--- src/rtl/asr_defs.vh ---
// Constants for the asynchronous serial receiver
`ifndef ASR_DEFS_VH
`define ASR_DEFS_VH
// Register offsets
`define ASR_OFS_CTRL_ONE 3'h0
`define ASR_OFS_CTRL_TWO 3'h1
`define ASR_OFS_STATUS_ONE 3'h2
`define ASR_OFS_DATA_BUF 3'h3
`define ASR_OFS_BAUD_DIV 3'h4
// Control register one fields
`define ASR_C1_RX_EN 6
`define ASR_C1_CHAR_LEN 4
`define ASR_C1_WAKE_SEL 3
`define ASR_C1_QUIET_ORIGIN 2
// Control register two fields
`define ASR_C2_FULL_IRQ_EN 5
`define ASR_C2_QUIET_IRQ_EN 4
`define ASR_C2_STANDBY 1
`define ASR_C2_NINTH_BIT 0
// Status register one fields
`define ASR_S1_FULL 5
`define ASR_S1_QUIET 4
`define ASR_S1_OVERRUN 3
`define ASR_S1_NOISE 2
`define ASR_S1_FRAMING 1
// Reset values
`define ASR_RST_CTRL_ONE 8'h00
`define ASR_RST_CTRL_TWO 8'h00
`define ASR_RST_BAUD_DIV 8'h00
// Oversample tick positions, stored as tick number minus one
`define ASR_RT3 4'h2
`define ASR_RT5 4'h4
`define ASR_RT7 4'h6
`define ASR_RT8 4'h7
`define ASR_RT9 4'h8
`define ASR_RT10 4'h9
`define ASR_RT16 4'hF
// Quiet line length in bit times for 8-bit and 9-bit characters
`define ASR_QUIET_BITS_8 4'hA
`define ASR_QUIET_BITS_9 4'hB
`endif

--- src/rtl/asr_rx.v ---
// Asynchronous serial receiver with register port
//
// Contract
// Character length is 8 or 9 data bits, chosen by a control bit.
// Ninth-bit status holds data bit 8, or bit 7 in 8-bit mode.
// Complete character moves to the data buffer and sets the full flag.
// Full flag with its enable raises the receiver interrupt.
// Line is sampled on a tick running at sixteen times the baud rate.
// Tick counter resyncs after start bit and after a one-to-zero bit change.
// Start search: a low sample after three highs starts the count.
// Start verified at ticks 3, 5, 7; two highs fail, one high is noise.
// Failed start verification resets the counter and resumes the search.
// Data bit is majority of ticks 8, 9, 10; disagreement flags noise.
// High samples at ticks 8-10 of start bit flag noise only.
// Stop bit majority low sets framing error; disagreement flags noise.
// Framing error posts with the full flag; breaks also set it.
// Counter resyncs on valid falling edges inside a character.
// Standby bit suppresses all receiver interrupt requests.
// Address-mark wake: character with msb one clears standby and sets full.
// Idle wake: idle character clears standby without setting the idle flag.
// Software compares the address and may set standby again.
// Idle flag after 10 or 11 high bits; its enable requests an interrupt.
// Idle origin bit picks counting after start bit or after stop bit.
// Character arriving while buffer full sets overrun, new one discarded.
// Wake select one is address mark, zero is idle; resets to zero.
// Data bits arrive lsb first between start and stop bits.
// Noise over the whole character posts together with the full flag.
//
// Design decisions made here: the address map and strobed register access.
`include "asr_defs.vh"
module asr_rx (
  input wire i_core_clk,
  input wire i_sys_rst,
  input wire i_serial_in_pin,
  input wire [2:0] i_addr,
  input wire [7:0] i_wr_data,
  input wire i_wr,
  input wire i_rd,
  output reg [7:0] o_rd_data,
  output wire o_rx_irq
);
  localparam ST_HUNT = 1'b0;
  localparam ST_RECV = 1'b1;

  reg [7:0] ctrl_one_r;
  reg [7:0] baud_div_r;
  reg full_irq_en_r;
  reg quiet_irq_en_r;
  reg standby_r;
  reg ninth_r;
  reg [7:0] data_buf_r;
  reg full_r;
  reg quiet_r;
  reg overrun_r;
  reg noise_r;
  reg framing_r;

  reg st_r;
  reg [3:0] rt_r;
  reg [3:0] bit_r;
  reg [2:0] hist_r;
  reg [4:0] smp_r;
  reg last_smp_r;
  reg prev_one_r;
  reg [8:0] shf_r;
  reg nacc_r;
  reg fe_r;
  reg done_r;
  reg [3:0] quiet_bits_r;
  reg [3:0] quiet_sub_r;
  reg quiet_arm_r;
  reg quiet_hit_r;

  wire tick;
  wire rx_en = ctrl_one_r[`ASR_C1_RX_EN];
  wire nine = ctrl_one_r[`ASR_C1_CHAR_LEN];
  wire wake_addr = ctrl_one_r[`ASR_C1_WAKE_SEL];
  wire origin_stop = ctrl_one_r[`ASR_C1_QUIET_ORIGIN];
  wire smp = i_serial_in_pin;
  wire [2:0] win = {smp_r[1:0], smp};
  wire vote = (win[0] & win[1]) | (win[0] & win[2]) | (win[1] & win[2]);
  wire split = (win != 3'b000) && (win != 3'b111);
  wire [3:0] stop_idx = nine ? 4'hA : 4'h9;
  wire [3:0] quiet_len = nine ? `ASR_QUIET_BITS_9 : `ASR_QUIET_BITS_8;
  wire fall = last_smp_r & ~smp;
  wire [7:0] rx_byte = nine ? shf_r[7:0] : shf_r[8:1];
  wire rx_msb = shf_r[8];
  wire wr_c1 = i_wr && (i_addr == `ASR_OFS_CTRL_ONE);
  wire wr_c2 = i_wr && (i_addr == `ASR_OFS_CTRL_TWO);
  wire rd_buf = i_rd && (i_addr == `ASR_OFS_DATA_BUF);
  wire addr_wake = done_r && standby_r && wake_addr && rx_msb;
  wire take = done_r && (!standby_r || addr_wake);
  wire idle_wake = quiet_hit_r && standby_r && !wake_addr;

  asr_tick_gen #(
    .DIV_W(8)
  ) u_tick (
    .i_core_clk(i_core_clk),
    .i_sys_rst(i_sys_rst),
    .i_run(rx_en),
    .i_div(baud_div_r),
    .o_tick(tick)
  );

  // Bit recovery
  always @(posedge i_core_clk or posedge i_sys_rst) begin
    if (i_sys_rst) begin
      st_r <= ST_HUNT;
      rt_r <= 4'h0;
      bit_r <= 4'h0;
      hist_r <= 3'h0;
      smp_r <= 5'h00;
      last_smp_r <= 1'b1;
      prev_one_r <= 1'b0;
      shf_r <= 9'h000;
      nacc_r <= 1'b0;
      fe_r <= 1'b0;
      done_r <= 1'b0;
      quiet_bits_r <= 4'h0;
      quiet_sub_r <= 4'h0;
      quiet_arm_r <= 1'b0;
      quiet_hit_r <= 1'b0;
    end else begin
      done_r <= 1'b0;
      quiet_hit_r <= 1'b0;
      if (!rx_en) begin
        st_r <= ST_HUNT;
        hist_r <= 3'h0;
        quiet_bits_r <= 4'h0;
        quiet_sub_r <= 4'h0;
      end else if (tick) begin
        last_smp_r <= smp;
        smp_r <= {smp_r[3:0], smp};
        if (quiet_arm_r && quiet_bits_r >= quiet_len) begin
          quiet_hit_r <= 1'b1;
          quiet_arm_r <= 1'b0;
        end
        case (st_r)
          ST_HUNT: begin
            hist_r <= {hist_r[1:0], smp};
            if (smp) begin
              quiet_sub_r <= quiet_sub_r + 4'h1;
              if (quiet_sub_r == 4'hF && quiet_bits_r != 4'hF) begin
                quiet_bits_r <= quiet_bits_r + 4'h1;
              end
            end else begin
              quiet_sub_r <= 4'h0;
              quiet_bits_r <= 4'h0;
            end
            if (!smp && hist_r == 3'b111) begin
              st_r <= ST_RECV;
              rt_r <= 4'h1;
              bit_r <= 4'h0;
              nacc_r <= 1'b0;
              prev_one_r <= 1'b0;
              quiet_bits_r <= 4'h0;
            end
          end
          ST_RECV: begin
            rt_r <= rt_r + 4'h1;
            if (rt_r == `ASR_RT16) begin
              bit_r <= bit_r + 4'h1;
            end
            if (bit_r == 4'h0) begin
              if (rt_r == `ASR_RT7) begin
                // Two or more highs among ticks 3, 5 and 7
                if ((smp_r[3] & smp_r[1]) | (smp_r[3] & smp) | (smp_r[1] & smp)) begin
                  st_r <= ST_HUNT;
                  rt_r <= 4'h0;
                  hist_r <= 3'h0;
                end else if (smp_r[3] | smp_r[1] | smp) begin
                  nacc_r <= 1'b1;
                end
              end
              if (rt_r == `ASR_RT10 && win != 3'b000) begin
                nacc_r <= 1'b1;
              end
            end else if (rt_r == `ASR_RT10) begin
              if (split) begin
                nacc_r <= 1'b1;
              end
              if (origin_stop) begin
                quiet_bits_r <= 4'h0;
              end else if (vote) begin
                quiet_bits_r <= quiet_bits_r + 4'h1;
              end else begin
                quiet_bits_r <= 4'h0;
              end
              if (bit_r == stop_idx) begin
                fe_r <= ~vote;
                done_r <= 1'b1;
                quiet_arm_r <= 1'b1;
                quiet_sub_r <= 4'h0;
                hist_r <= {vote, vote, vote};
                st_r <= ST_HUNT;
              end else begin
                shf_r <= {vote, shf_r[8:1]};
                prev_one_r <= vote;
              end
            end else if (fall && prev_one_r && bit_r != 4'h0) begin
              // Realign the count to a one-to-zero edge
              prev_one_r <= 1'b0;
              rt_r <= 4'h1;
              if (rt_r > `ASR_RT10) begin
                bit_r <= bit_r + 4'h1;
              end
            end
          end
          default: begin
            st_r <= ST_HUNT;
          end
        endcase
      end
    end
  end

  // Control registers and flags
  always @(posedge i_core_clk or posedge i_sys_rst) begin
    if (i_sys_rst) begin
      ctrl_one_r <= `ASR_RST_CTRL_ONE;
      baud_div_r <= `ASR_RST_BAUD_DIV;
      full_irq_en_r <= 1'b0;
      quiet_irq_en_r <= 1'b0;
      standby_r <= 1'b0;
      ninth_r <= 1'b0;
      data_buf_r <= 8'h00;
      full_r <= 1'b0;
      quiet_r <= 1'b0;
      overrun_r <= 1'b0;
      noise_r <= 1'b0;
      framing_r <= 1'b0;
    end else begin
      if (wr_c1) begin
        ctrl_one_r <= i_wr_data;
      end
      if (i_wr && i_addr == `ASR_OFS_BAUD_DIV) begin
        baud_div_r <= i_wr_data;
      end
      if (wr_c2) begin
        full_irq_en_r <= i_wr_data[`ASR_C2_FULL_IRQ_EN];
        quiet_irq_en_r <= i_wr_data[`ASR_C2_QUIET_IRQ_EN];
      end
      if (addr_wake || idle_wake) begin
        standby_r <= 1'b0;
      end else if (wr_c2) begin
        standby_r <= i_wr_data[`ASR_C2_STANDBY];
      end
      // Reading the buffer clears flags; a new event in that cycle wins
      if (rd_buf) begin
        full_r <= 1'b0;
        quiet_r <= 1'b0;
        overrun_r <= 1'b0;
        noise_r <= 1'b0;
        framing_r <= 1'b0;
      end
      if (take) begin
        if (full_r && !rd_buf) begin
          overrun_r <= 1'b1;
        end else begin
          data_buf_r <= rx_byte;
          ninth_r <= rx_msb;
          full_r <= 1'b1;
          noise_r <= nacc_r;
          framing_r <= fe_r;
        end
      end
      if (quiet_hit_r && !idle_wake) begin
        quiet_r <= 1'b1;
      end
    end
  end

  // Register read, data one cycle after the strobe
  always @(posedge i_core_clk or posedge i_sys_rst) begin
    if (i_sys_rst) begin
      o_rd_data <= 8'h00;
    end else if (i_rd) begin
      case (i_addr)
        `ASR_OFS_CTRL_ONE: o_rd_data <= ctrl_one_r;
        `ASR_OFS_CTRL_TWO: o_rd_data <= {2'b00, full_irq_en_r, quiet_irq_en_r,
                                         2'b00, standby_r, ninth_r};
        `ASR_OFS_STATUS_ONE: o_rd_data <= {2'b00, full_r, quiet_r, overrun_r,
                                           noise_r, framing_r, 1'b0};
        `ASR_OFS_DATA_BUF: o_rd_data <= data_buf_r;
        `ASR_OFS_BAUD_DIV: o_rd_data <= baud_div_r;
        default: o_rd_data <= 8'h00;
      endcase
    end else begin
      o_rd_data <= 8'h00;
    end
  end

  // Interrupt request, silenced in standby
  assign o_rx_irq = ~standby_r & ((full_r & full_irq_en_r) |
                                  (quiet_r & quiet_irq_en_r));
endmodule

--- src/rtl/asr_tick_gen.v ---
// Oversample tick generator, sixteen ticks per bit time
module asr_tick_gen #(
  parameter DIV_W = 8
) (
  input wire i_core_clk,
  input wire i_sys_rst,
  input wire i_run,
  input wire [DIV_W-1:0] i_div,
  output reg o_tick
);
  reg [DIV_W-1:0] cnt_r;
  wire [DIV_W-1:0] cnt_nxt;

  assign cnt_nxt = (cnt_r >= i_div) ? {DIV_W{1'b0}} : cnt_r + {{(DIV_W-1){1'b0}}, 1'b1};

  // Tick every i_div plus one clocks
  always @(posedge i_core_clk or posedge i_sys_rst) begin
    if (i_sys_rst) begin
      cnt_r <= {DIV_W{1'b0}};
      o_tick <= 1'b0;
    end else if (!i_run) begin
      cnt_r <= {DIV_W{1'b0}};
      o_tick <= 1'b0;
    end else begin
      cnt_r <= cnt_nxt;
      o_tick <= (cnt_r >= i_div);
    end
  end
endmodule

--- config.mk ---
export PLATFORM = sky130hd
export DESIGN_NAME = asr_rx
export DESIGN_NICKNAME = d
export VERILOG_FILES = /design/src/rtl/asr_rx.v /design/src/rtl/asr_tick_gen.v
export VERILOG_INCLUDE_DIRS = /design/src /design/src/rtl
export SDC_FILE = /design/constraint.sdc
export NUM_CORES = 1
export LEC_CHECK = 0
export BUFFER_PORTS_ARGS = -buffer_cell sky130_fd_sc_hd__buf_2
export CORE_ASPECT_RATIO = 2
export CORE_MARGIN = 5
export CORE_UTILIZATION = 40
export DETAILED_ROUTE_END_ITERATION = 8
export HOLD_SLACK_MARGIN = 0.03
export PLACE_DENSITY_LB_ADDON = 0.05
export SETUP_SLACK_MARGIN = 0.02
export SLEW_MARGIN = 30
export SYNTH_ARGS = -nofsm -noshare
export SYNTH_HDL_FRONTEND = slang
export SYNTH_SLANG_ARGS = --single-unit
--- constraint.sdc ---
create_clock -name i_core_clk -period 6.6 [get_ports i_core_clk]
set_input_delay 0.66 -clock i_core_clk [delete_from_list [all_inputs] [get_ports i_core_clk]]
set_output_delay 0.66 -clock i_core_clk [all_outputs]
set_load 0.005 [all_outputs]
* Yosys cells after proc, flatten, opt, wreduce, memory -nomap -nowiden
Cells that the tools add are included.
Word-level totals: flip-flop bits (word level) 90, output and inout port bits 9, word-level logic and storage cells 233
Operators by class: add/subtract/negate cells 5, magnitude comparators 3, eq/ne operators 30, multiplexer cells 100, bitwise logic cells 23, reductions and logical operators 42
Operators with widths (number):
- two-way mux 4 bit | 27
- two-way mux 1 bit | 52
- one-hot mux 8 bit (5 select lines) | 1
- two-way mux 8 bit | 4
- one-hot mux 4 bit (2 select lines) | 4
- two-way mux 3 bit | 7
- logical AND 1 bit | 19
- AND reduction 6 bit | 3
- adder 4 x 1 -> 4 bit (second input constant) | 4
- inequality test 4 x 2 -> 1 bit (second input constant) | 4
- equality test 4 bit (second input constant) | 3
- inequality test 4 x 3 -> 1 bit (second input constant) | 3
- AND 1 bit | 9
- inequality test 3 x 1 -> 1 bit (second input constant) | 3
- inequality test 3 bit (second input constant) | 3
- adder 8 x 1 -> 8 bit (second input constant) | 1
- >= comparator 8 bit | 1
- AND reduction 4 bit | 2
- AND reduction 8 bit | 1
- NOT 1 bit | 7
- OR 1 bit | 7
- equality test 3 x 2 -> 1 bit (second input constant) | 2
- equality test 3 bit (second input constant) | 2
- inequality test 3 x 2 -> 1 bit (second input constant) | 2
- other kinds (22) | 32

* Depth between registers and ports, before layout
Gate-level depths: netlist of the first run.
depth after elaboration 10, mapped depth 8, depth with buffers taken out 7

* By module
A second synthesis of the first run with hierarchy kept.
Second synthesis, totals: cell total of the unflattened synthesis 441, area total of the unflattened synthesis 4773.3 um2
By module, submodules not included:
- asr_rx | instances 1, cells an instance 381, area an instance 4172.8 um2, seq. area each 2028.2 um2
- asr_tick_gen | instances 1, cells an instance 60, area an instance 600.6 um2, seq. area each 225.2 um2

* Worst setup path before layout of the first run
No wires, ideal clock.
path type input -> register, from input i_addr[0], to register o_rd_data[5], setup time 0.119 ns, arrival time 1.885 ns, required time 6.481 ns, setup slack 4.596 ns, stages 6, buffers on the path 2, cell sequence clkbuf_1 clkbuf_1 mux2_2 a22oi_1 o22ai_1 and2_1
Between the ends: cells in the longest elaborated chain, start to end 3, elaborated cells on any way between the ends 7, those cells by class eq/ne: 4; mux: 2; reduce/logical: 1
Ends and longest elaborated chain:
- from (decl) | RTL line asr_rx.v:35 | input wire [2:0] i_addr,
- equality test 3 bit (tied with other cells) | RTL line asr_rx.v:278 | case (i_addr)
- one-hot mux 8 bit (5 select lines) * | RTL line asr_rx.v:278
- two-way mux 8 bit * | RTL line asr_rx.v:277 | end else if (i_rd) begin
- to (signal assigned) | RTL line asr_rx.v:279 | `ASR_OFS_CTRL_ONE: o_rd_data <= ctrl_one_r;
- to (signal assigned) | RTL line asr_rx.v:280 | `ASR_OFS_CTRL_TWO: o_rd_data <= {2'b00, full_irq_en_r, quiet_irq_en_r,
- to (signal assigned) | RTL line asr_rx.v:282 | `ASR_OFS_STATUS_ONE: o_rd_data <= {2'b00, full_r, quiet_r, overrun_r,
- to (decl) | RTL line asr_rx.v:39 | output reg [7:0] o_rd_data,
Mark *: on every way between the ends. The rest lies on a longest branch, timed or not. A chain may end at the register's enable or synchronous reset.

* Worst setup path after layout of the first run
from register ctrl_one_r[4], to register shf_r[0]
Between the ends: cells in the longest elaborated chain, start to end 4
Ends and longest elaborated chain:
- from (decl) | RTL line asr_rx.v:45 | reg [7:0] ctrl_one_r;
- from (signal assigned) | RTL line asr_rx.v:220 | ctrl_one_r <= `ASR_RST_CTRL_ONE;
- from (signal assigned) | RTL line asr_rx.v:234 | ctrl_one_r <= i_wr_data;
- two-way mux 2 bit | RTL line asr_rx.v:83 | wire [3:0] stop_idx = nine ? 4'hA : 4'h9;
- equality test 4 bit | RTL line asr_rx.v:189 | if (bit_r == stop_idx) begin
- NOT 1 bit (no source line)
- AND reduction 6 bit (no source line)
- to (signal assigned) | RTL line asr_rx.v:197 | shf_r <= {vote, shf_r[8:1]};
- to (decl) | RTL line asr_rx.v:65 | reg [8:0] shf_r;
Every way passes these cells.

==> summary.txt, run 1 <==
Timing
  • Final worst path period share: 35.0%
  • Relative slew margins: 47.5%
  • Maximum clock frequency: 433 MHz
  • RSZ-0062 raised after global routing: false
  • Pins Over Slew Limit: 0
  • Total negative slack: 0 ns
  • Clock skew: 0.0117 ns
  • Final setup viols: 0
  • Slew of the pin with the lowest slew margin: 0.788 ns
  • Final Hold Fails: 0
  • Fin crit period: 2.31 ns

Logic synthesis
  • Mapped Area: 4680 um2
  • Sequential area share after synthesis: 48.1%
  • Largest family of logic cells by synthesized area: simple AND/OR/NAND/NOR gates
  • Yosys reg bits: 90
  • Adder and majority cell fraction of the synthesized area: 5.24%
  • Synthesized instance count: 463
  • Simple-gate share of the synthesized area: 17.1%
  • Synth Flop Type: dfrtp_1
  • Post-synthesis compound-gate area fraction: 15.2%
  • Synth warn: 0
  • Unique cell type count in the Yosys netlist: 59
  • Share of flip-flops with an asynchronous set or reset: 100%
  • Mux cell area share after synthesis: 8.79%
  • Syn_nets: 497
  • EDFF count, synth: 0
  • Syn Area/Cell: 10.1 um2
  • Synth Area in XOR/XNOR: 1.50%

Routing
  • Vias per std cell: 5.39
  • Drt pass-1 iters: 4
  • DRC viols: 0
  • Routed WL: 10700 um
  • Antenna viol nets, final: 0
  • DR WL/cell: 16.9 um
  • DRT iter0 DRCs: 116
  • DR vias: 3398

Clock network
  • PostCTS Resize Cnt: 0
  • Clock transition at the registers of the reported paths: 0.07 ns
  • Setup Buffers After CTS: 0
  • Htree depth: 3
  • Cts hold-fix bufs: 0
  • Num CTS Buffers: 9
  • Sink Count: 90
  • Max clock buf depth: 2
  • CTS Root Buffer Type: clkbuf_16
  • CTS tree: done
  • Clk Latency, worst-skew pair: 0.34 ns

Finish
  • Inserted Diodes: 0
  • Area growth syn-to-layout: 12.1%
  • Share of layout cells above drive strength 1: 17.5%
  • Layout Nets: 514
  • # fillers: 1141
  • Non-filler cells, final: 630

Floorplan
  • Die height: 163 um
  • Core area: 11600 um2
  • Die width: 86.5 um
  • Die area: 14100 um2
  • Rows: 56
  • Boundary pin count: 25
  • Initial Utilization: 40.2%

Power
  • Switching Share: 26.5%
  • Power Total: 1.39 mW
  • Peak supply drop: 158 uV
  • Psw: 0.368 mW
  • Combinational power share: 12.3%
  • Leak: 2.38 nW
  • Reg power frac: 46.6%
  • P_int: 1.02 mW
  • PD cells: 264 nW/um2
  • Clock power share: 41.1%

Setup path
  • Critical setup path kind: reg2reg
  • R2R depth: 4
  • Critical Path Start Type: flip-flop
  • R2R setup slack: 4.29 ns
  • CP required: 6.82 ns
  • Crit path DAT: 2.53 ns
  • Setup crit end kind: flip-flop
  • Max FO, Critical Path: 13

Placement
  • Cells after DPL: 614
  • GP Congestion: 0.821
  • Placed wire-length estimate: 8040 um
  • I/O Buffers: 24

Run
  • Max cap viols: 0

GRT
  • Largest net degree at the start of global routing: 64
  • Number of global-route vias before repair: 3558
  • Initial antenna violation count: 0
  • Global-route wire length before repair: 17800 um
  • GRT Total Usage: 16.2%
  • Grt ovf: 0

Run status
  • Status: completed

Worst hold path
  • Min-Delay Path Class: in2async
area by class of cell:
type | count | area (um2) | share of cell area (%)
Sequential cell | 90 | 2250 | 43.0
Multi-Input combinational cell | 328 | 2250 | 42.8
Clock buffer | 10 | 239 | 4.56
Tap cell | 145 | 181 | 3.46
Timing Repair Buffer | 26 | 135 | 2.58
Clock inverter | 6 | 96.3 | 1.84
Inverter | 25 | 95.1 | 1.81
power groups by stage:
stage	combinational [mW]	sequential (mW)	clock (mW)
after global routing	0.198	0.653	0.608
after global placement	0.170	0.656	0
final	0.171	0.646	0.571
after CTS	0.174	0.647	0.586
after detailed placement	0.173	0.657	0
after floorplan	0.144	0.629	0
cell families (layout without fill, tap and decap cells):
family,count (synthesis),after routing
buffers and inverters,45,67
XOR/XNOR,8,8
multiplexers,38,38
adder cells (fa/ha/maj),20,20
AND/OR/NAND/NOR,155,155
flip-flops,90,90
AO/OA/AOI/OAI,107,107
cell usage after synthesis, types with 2 or more instances:
master	n	area share (%)
nor2b_1	8	1.1
nand3b_1	4	0.64
nand2b_1	8	1.1
buf_4	4	0.64
a21boi_0	2	0.32
buf_1	3	0.24
xnor2_1	4	0.75
clkbuf_1	8	0.64
a21bo_2	3	0.64
and2_1	10	1.3
o31ai_1	2	0.32
and3_1	6	0.80
a31oi_1	4	0.53
o41a_1	2	0.48
or3b_2	2	0.37
a32oi_1	2	0.37
o22ai_1	3	0.40
ha_1	18	4.8
buf_2	5	0.53
a21oi_1	22	2.4
inv_1	25	2.0
xor2_1	4	0.75
maj3_1	2	0.43
nand4_1	4	0.53
a22oi_1	7	1.1
o21ai_0	36	3.8
dfrtp_1	89	48
mux2_2	25	6.0
a21o_1	5	0.80
a22o_1	5	0.94
and3b_1	3	0.56
mux2i_1	13	2.8
nand2_1	50	4.0
nand3_1	21	2.2
nor2_1	30	2.4
worst paths after layout:
check / from / endpoint
setup / recovery: ctrl_one_r[4] / shf_r[0]
hold / removal: i_sys_rst / quiet_sub_r[3]
setup reg to reg: ctrl_one_r[4] / shf_r[0]
hold reg to reg: last_smp_r / last_smp_r
max in group asynchronous: i_sys_rst / ctrl_one_r[6]
min in group i_core_clk: last_smp_r / last_smp_r
stage by stage:
step | hold slack (ns) | setup WS (ns) | utilization (%) | instance area [um2]
4_1_cts | 0.338 | 4.25 | 45.0 | 5240
2_1_floorplan | 0.439 | 3.61 | - | 4680
3_5_place_dp | 0.455 | 4.18 | 42.1 | 4900
3_3_place_gp | 0.458 | 4.21 | 42.1 | 4900
5_1_grt | 0.364 | 4.16 | 45.1 | 5250
6_report | 0.328 | 4.29 | 45.1 | 5250
layer usage:
| layer | global-route usage (%) | routed length, um | up-vias |
|---|---|---|---|
| li1 | - | - | 1665 |
| met1 | 17.2 | 4090 | 1660 |
| met2 | 30.4 | 5930 | 50 |
| met3 | 2.03 | 266 | 23 |
| met4 | 7.80 | 378 | 0 |
| met5 | 0 | 0 | - |
placed cells by master (no fill, tap or decap), types with 9 or more instances in the layout:
cell type	synthesis	layout
o21ai_0	36	36
mux2i_1	13	13
ha_1	18	18
nor2_1	30	30
a21oi_1	22	22
buf_2	5	24
and2_1	10	10
nand3_1	21	21
dfrtp_1	89	89
inv_1	25	24
mux2_2	25	25
nand2_1	50	50
clkbuf_16	0	9
flip-flops by register name (all words and copies together) (netlist names), 8 cells and up:
register and flops:
ctrl_one_r 8, data_buf_r 8, baud_div_r 8, u_tick.cnt_r 8, o_rd_data 8, shf_r 9
worst max-delay path, cell delays in order, from the launching register on:
cell and delay, ns:
dfrtp_1 0.60, or3b_1 0.48, a211o_1 0.35, nand3_1 0.35, mux2_2 0.39
Note: power is estimated with default switching activity, not from simulation.
==> run 2: changes to the inputs <==
- ABC_AREA: default -> 1
- clock period: 6.6 -> 2.4 ns (I/O delays scaled with it)
==> run 2 against run 1 <==
Compared with the run above: worst hold slack worse by 0.32 ns; highest routed layer unchanged; routed wire length is 5.8% higher; design area is 4.9% higher; global-route usage is 0.93 points higher; flip-flop and latch count stayed put; first-iteration DRC count is 65% higher; critical endpoint unchanged; register-to-register slack worse by 3.7 ns; critical path type unchanged; fmax is 27% higher.
==> summary.txt, run 2 <==
Setup path
  • R2R setup slack: 0.58 ns (was 4.29 ns)
  • CP bufs+invs: 2 (was 0)
  • CP max-delay cell: dfrtp_1 (unchanged)
  • Setup crit end kind: flip-flop (unchanged)
  • CP peak stage delay: 0.60 ns (about the same)
  • Critical Path Start Type: flip-flop (unchanged)
  • Worst path top cell family by delay: simple AND/OR/NAND/NOR gates (unchanged)
  • Critical setup path kind: reg2reg (unchanged)
  • CP required: 2.62 ns (was 6.82 ns)
  • Reg-to-Reg End: shf_r[0] (unchanged)
  • Crit-path cells: inv_2 -> nor2_4 -> inv_2 -> nor2_4 -> nand2_2 -> nand2_1 -> o21ai_2 (was or3b_1 -> a211o_1 -> nand3_1 -> mux2_2)
  • R2R depth: 7 (was 4)
  • Max FO, Critical Path: 17 (was 13)
  • Crit path DAT: 2.03 ns (was 2.53 ns)
  • Reg-to-Reg Start: st_r (was ctrl_one_r[4])

Finish
  • Area growth syn-to-layout: 13.7% (was 12.1%)
  • Area of the multi-input gates: 2180 um2 (was 2250 um2)
  • Reg area: 2250 um2 (unchanged)
  • Core Util, Final: 45.9% (was 45.1%)
  • Most frequent cells in the layout: nand2_1, dfrtp_1, inv_1 (was dfrtp_1, nand2_1, o21ai_0)
  • Number of flip-flops in the largest register: 9 (unchanged)
  • Share of layout cells above drive strength 1: 15.2% (was 17.5%)
  • Top reg by flops: shf_r (unchanged)
  • Commonest non-fill, non-tap cell in the layout: nand2_1 (was dfrtp_1)
  • # fillers: 1229 (was 1141)
  • Inserted Diodes: 0 (unchanged)
  • Layout Nets: 654 (was 514)

Timing
  • Maximum clock frequency: 551 MHz (was 433 MHz)
  • RSZ-0062 raised after global routing: false (unchanged)
  • Fin crit period: 1.82 ns (was 2.31 ns)
  • Total negative slack: 0 ns (unchanged)
  • Final setup viols: 0 (unchanged)
  • Worst setup margin: 0.584 ns (was 4.29 ns)
  • Clock skew: 0.00715 ns (was 0.0117 ns)
  • Final worst path period share: 75.7% (was 35.0%)
  • Slew of the pin with the lowest slew margin: 0.507 ns (was 0.788 ns)
  • Pins Over Slew Limit: 0 (unchanged)
  • Relative slew margins: 66.2% (was 47.5%)
  • Final Hold Fails: 0 (unchanged)

Logic synthesis
  • Yosys reg bits: 90 (unchanged)
  • Synth Flop Type: dfrtp_1 (unchanged)
  • Unique cell type count in the Yosys netlist: 45 (was 59)
  • Top cell type's share of synthesized area: 46.0% (was 47.6%)
  • Most frequent cell after synthesis: nand2_1 (was dfrtp_1)
  • Syn Area/Cell: 8.19 um2 (was 10.1 um2)
  • Post-synth top area cell: dfrtp_1 (unchanged)
  • Mapped Area: 4840 um2 (was 4680 um2)
  • Top cells by area, synth: dfrtp_1, nand2_1, inv_1 (was dfrtp_1, mux2_2, ha_1)
  • Synthesized instance count: 591 (was 463)
  • Share of flip-flops with an asynchronous set or reset: 100% (unchanged)
  • Leading cell types by count after synthesis: nand2_1, dfrtp_1, inv_1, nand3_1, nor2_1 (was dfrtp_1, nand2_1, o21ai_0, nor2_1)
  • Sequential area share after synthesis: 46.5% (was 48.1%)
  • EDFF count, synth: 0 (unchanged)
  • Synth warn: 0 (unchanged)
  • Syn_nets: 625 (was 497)

Floorplan
  • Core area: 12000 um2 (was 11600 um2)
  • Die height: 166 um (was 163 um)
  • Boundary pin count: 25 (unchanged)
  • Initial Utilization: 40.4% (was 40.2%)
  • Die area: 14500 um2 (was 14100 um2)
  • Die width: 87.8 um (was 86.5 um)
  • Rows: 57 (was 56)

Clock network
  • Clock transition at the registers of the reported paths: 0.07 ns (about the same)
  • Cts hold-fix bufs: 0 (unchanged)
  • Clk Latency, worst-skew pair: 0.34 ns (about the same)
  • Num CTS Buffers: 9 (unchanged)
  • Setup Buffers After CTS: 0 (unchanged)
  • Htree depth: 3 (unchanged)
  • CTS tree: done (unchanged)
  • PostCTS Resize Cnt: 0 (unchanged)
  • Sink Count: 90 (unchanged)
  • Max clock buf depth: 2 (unchanged)
  • CTS Root Buffer Type: clkbuf_16 (unchanged)

Routing
  • DR WL/cell: 14.6 um (was 16.9 um)
  • DR vias: 3820 (was 3398)
  • Drt pass-1 iters: 4 (unchanged)
  • Antenna viol nets, final: 0 (unchanged)
  • Vias per std cell: 4.95 (was 5.39)
  • DRC viols: 0 (unchanged)
  • Routed WL: 11300 um (was 10700 um)
  • DRT iter0 DRCs: 191 (was 116)

Run status
  • Status: completed (unchanged)

Placement
  • Place WS: 0.591 ns (was 4.18 ns)
  • GP Congestion: 0.832 (was 0.821)
  • I/O Buffers: 24 (unchanged)
  • Placed wire-length estimate: 8430 um (was 8040 um)

Worst hold path
  • Min-Delay Path Class: in2async (unchanged)

GRT
  • Number of global-route vias before repair: 3774 (was 3558)
  • Grt ovf: 0 (unchanged)
  • Global-route wire length before repair: 19100 um (was 17800 um)
  • GRT Total Usage: 17.1% (was 16.2%)
  • Largest net degree at the start of global routing: 91 (was 64)
  • Initial antenna violation count: 0 (unchanged)

Power
  • PD cells: 750 nW/um2 (was 264 nW/um2)
  • Leak: 2.75 nW (was 2.38 nW)
  • Peak supply drop: 508 uV (was 158 uV)

Run
  • Max cap viols: 0 (unchanged)
==> run 2: changes by cell type after synthesis, sizes merged, moves of 12 or more <==
cell and change:
nor2 +12, inv +64, mux2 -25, nand3 +19, nand4 +12, mux2i -12, o21ai +25, nand2 +121
==> run 2: final cells by class <==
type / instances / share of cell area, %
Clock buffer: 9 / 4.09
Clock inverter: 7 / 2.98
Inverter: 89 / 6.32
Multi-Input combinational cell: 403 / 39.5
Sequential cell: 90 / 40.9
Tap cell: 147 / 3.34
Timing Repair Buffer: 27 / 2.82
==> run 2: report_power, final <==
| part | internal, mW | leakage (nW) | switching (mW) |
|---|---|---|---|
| combinational | 0.173 | 1.40 | 0.347 |
| sequential | 1.65 | 1.16 | 0.121 |
| clock | 1.23 | 0.190 | 0.606 |
==> run 2: stage by stage <==
stage / power (mW) / cells / hold WS (ns) / area (um2)
final: 4.13 / 772 / 0.00437 / 5510
after global routing: 4.34 / 772 / 0.0554 / 5510
after CTS: 4.19 / 772 / 0.0494 / 5510
after detailed placement: 2.33 / 756 / 0.423 / 5120
after global placement: 2.33 / 756 / 0.425 / 5120
after floorplan: 2.14 / 591 / 0.344 / 4840
==> run 2: cells by family (layout without fill, tap and decap cells) <==
logic type | after synthesis | after routing | synth area share, %
AO/OA/AOI/OAI | 96 | 96 | 12.5
flip-flops | 90 | 90 | 46.5
adder cells (fa/ha/maj) | 18 | 18 | 4.65
buffers and inverters | 98 | 132 | 8.50
AND/OR/NAND/NOR | 279 | 279 | 26.0
XOR/XNOR | 9 | 9 | 1.63
multiplexers | 1 | 1 | 0.207
==> run 2: worst max path at each step <==
stage,startpoint,endpoint,cells after the start
after floorplan,bit_r[0],shf_r[0],9
after global placement,bit_r[0],shf_r[5],8
after detailed placement,bit_r[0],shf_r[0],8
after CTS,bit_r[0],shf_r[0],8
after global routing,bit_r[0],shf_r[7],8
final,st_r,shf_r[0],7
==> run 2: worst min-delay path: cells and delay by family <==
family / cells / cell delay (ns)
buffers and inverters: 3 / 0.54
==> run 2: per-layer routing <==
| metal | vias to the layer above | routed length (um) | share of wire, % | track usage (%) |
|---|---|---|---|---|
| li1 | 1967 | - | - | - |
| met1 | 1794 | 5240 | 46 | 24.0 |
| met2 | 48 | 5570 | 49 | 26.9 |
| met3 | 11 | 305 | 2.7 | 2.53 |
| met4 | 0 | 167 | 1.5 | 5.80 |
| met5 | - | 0 | 0 | 0 |
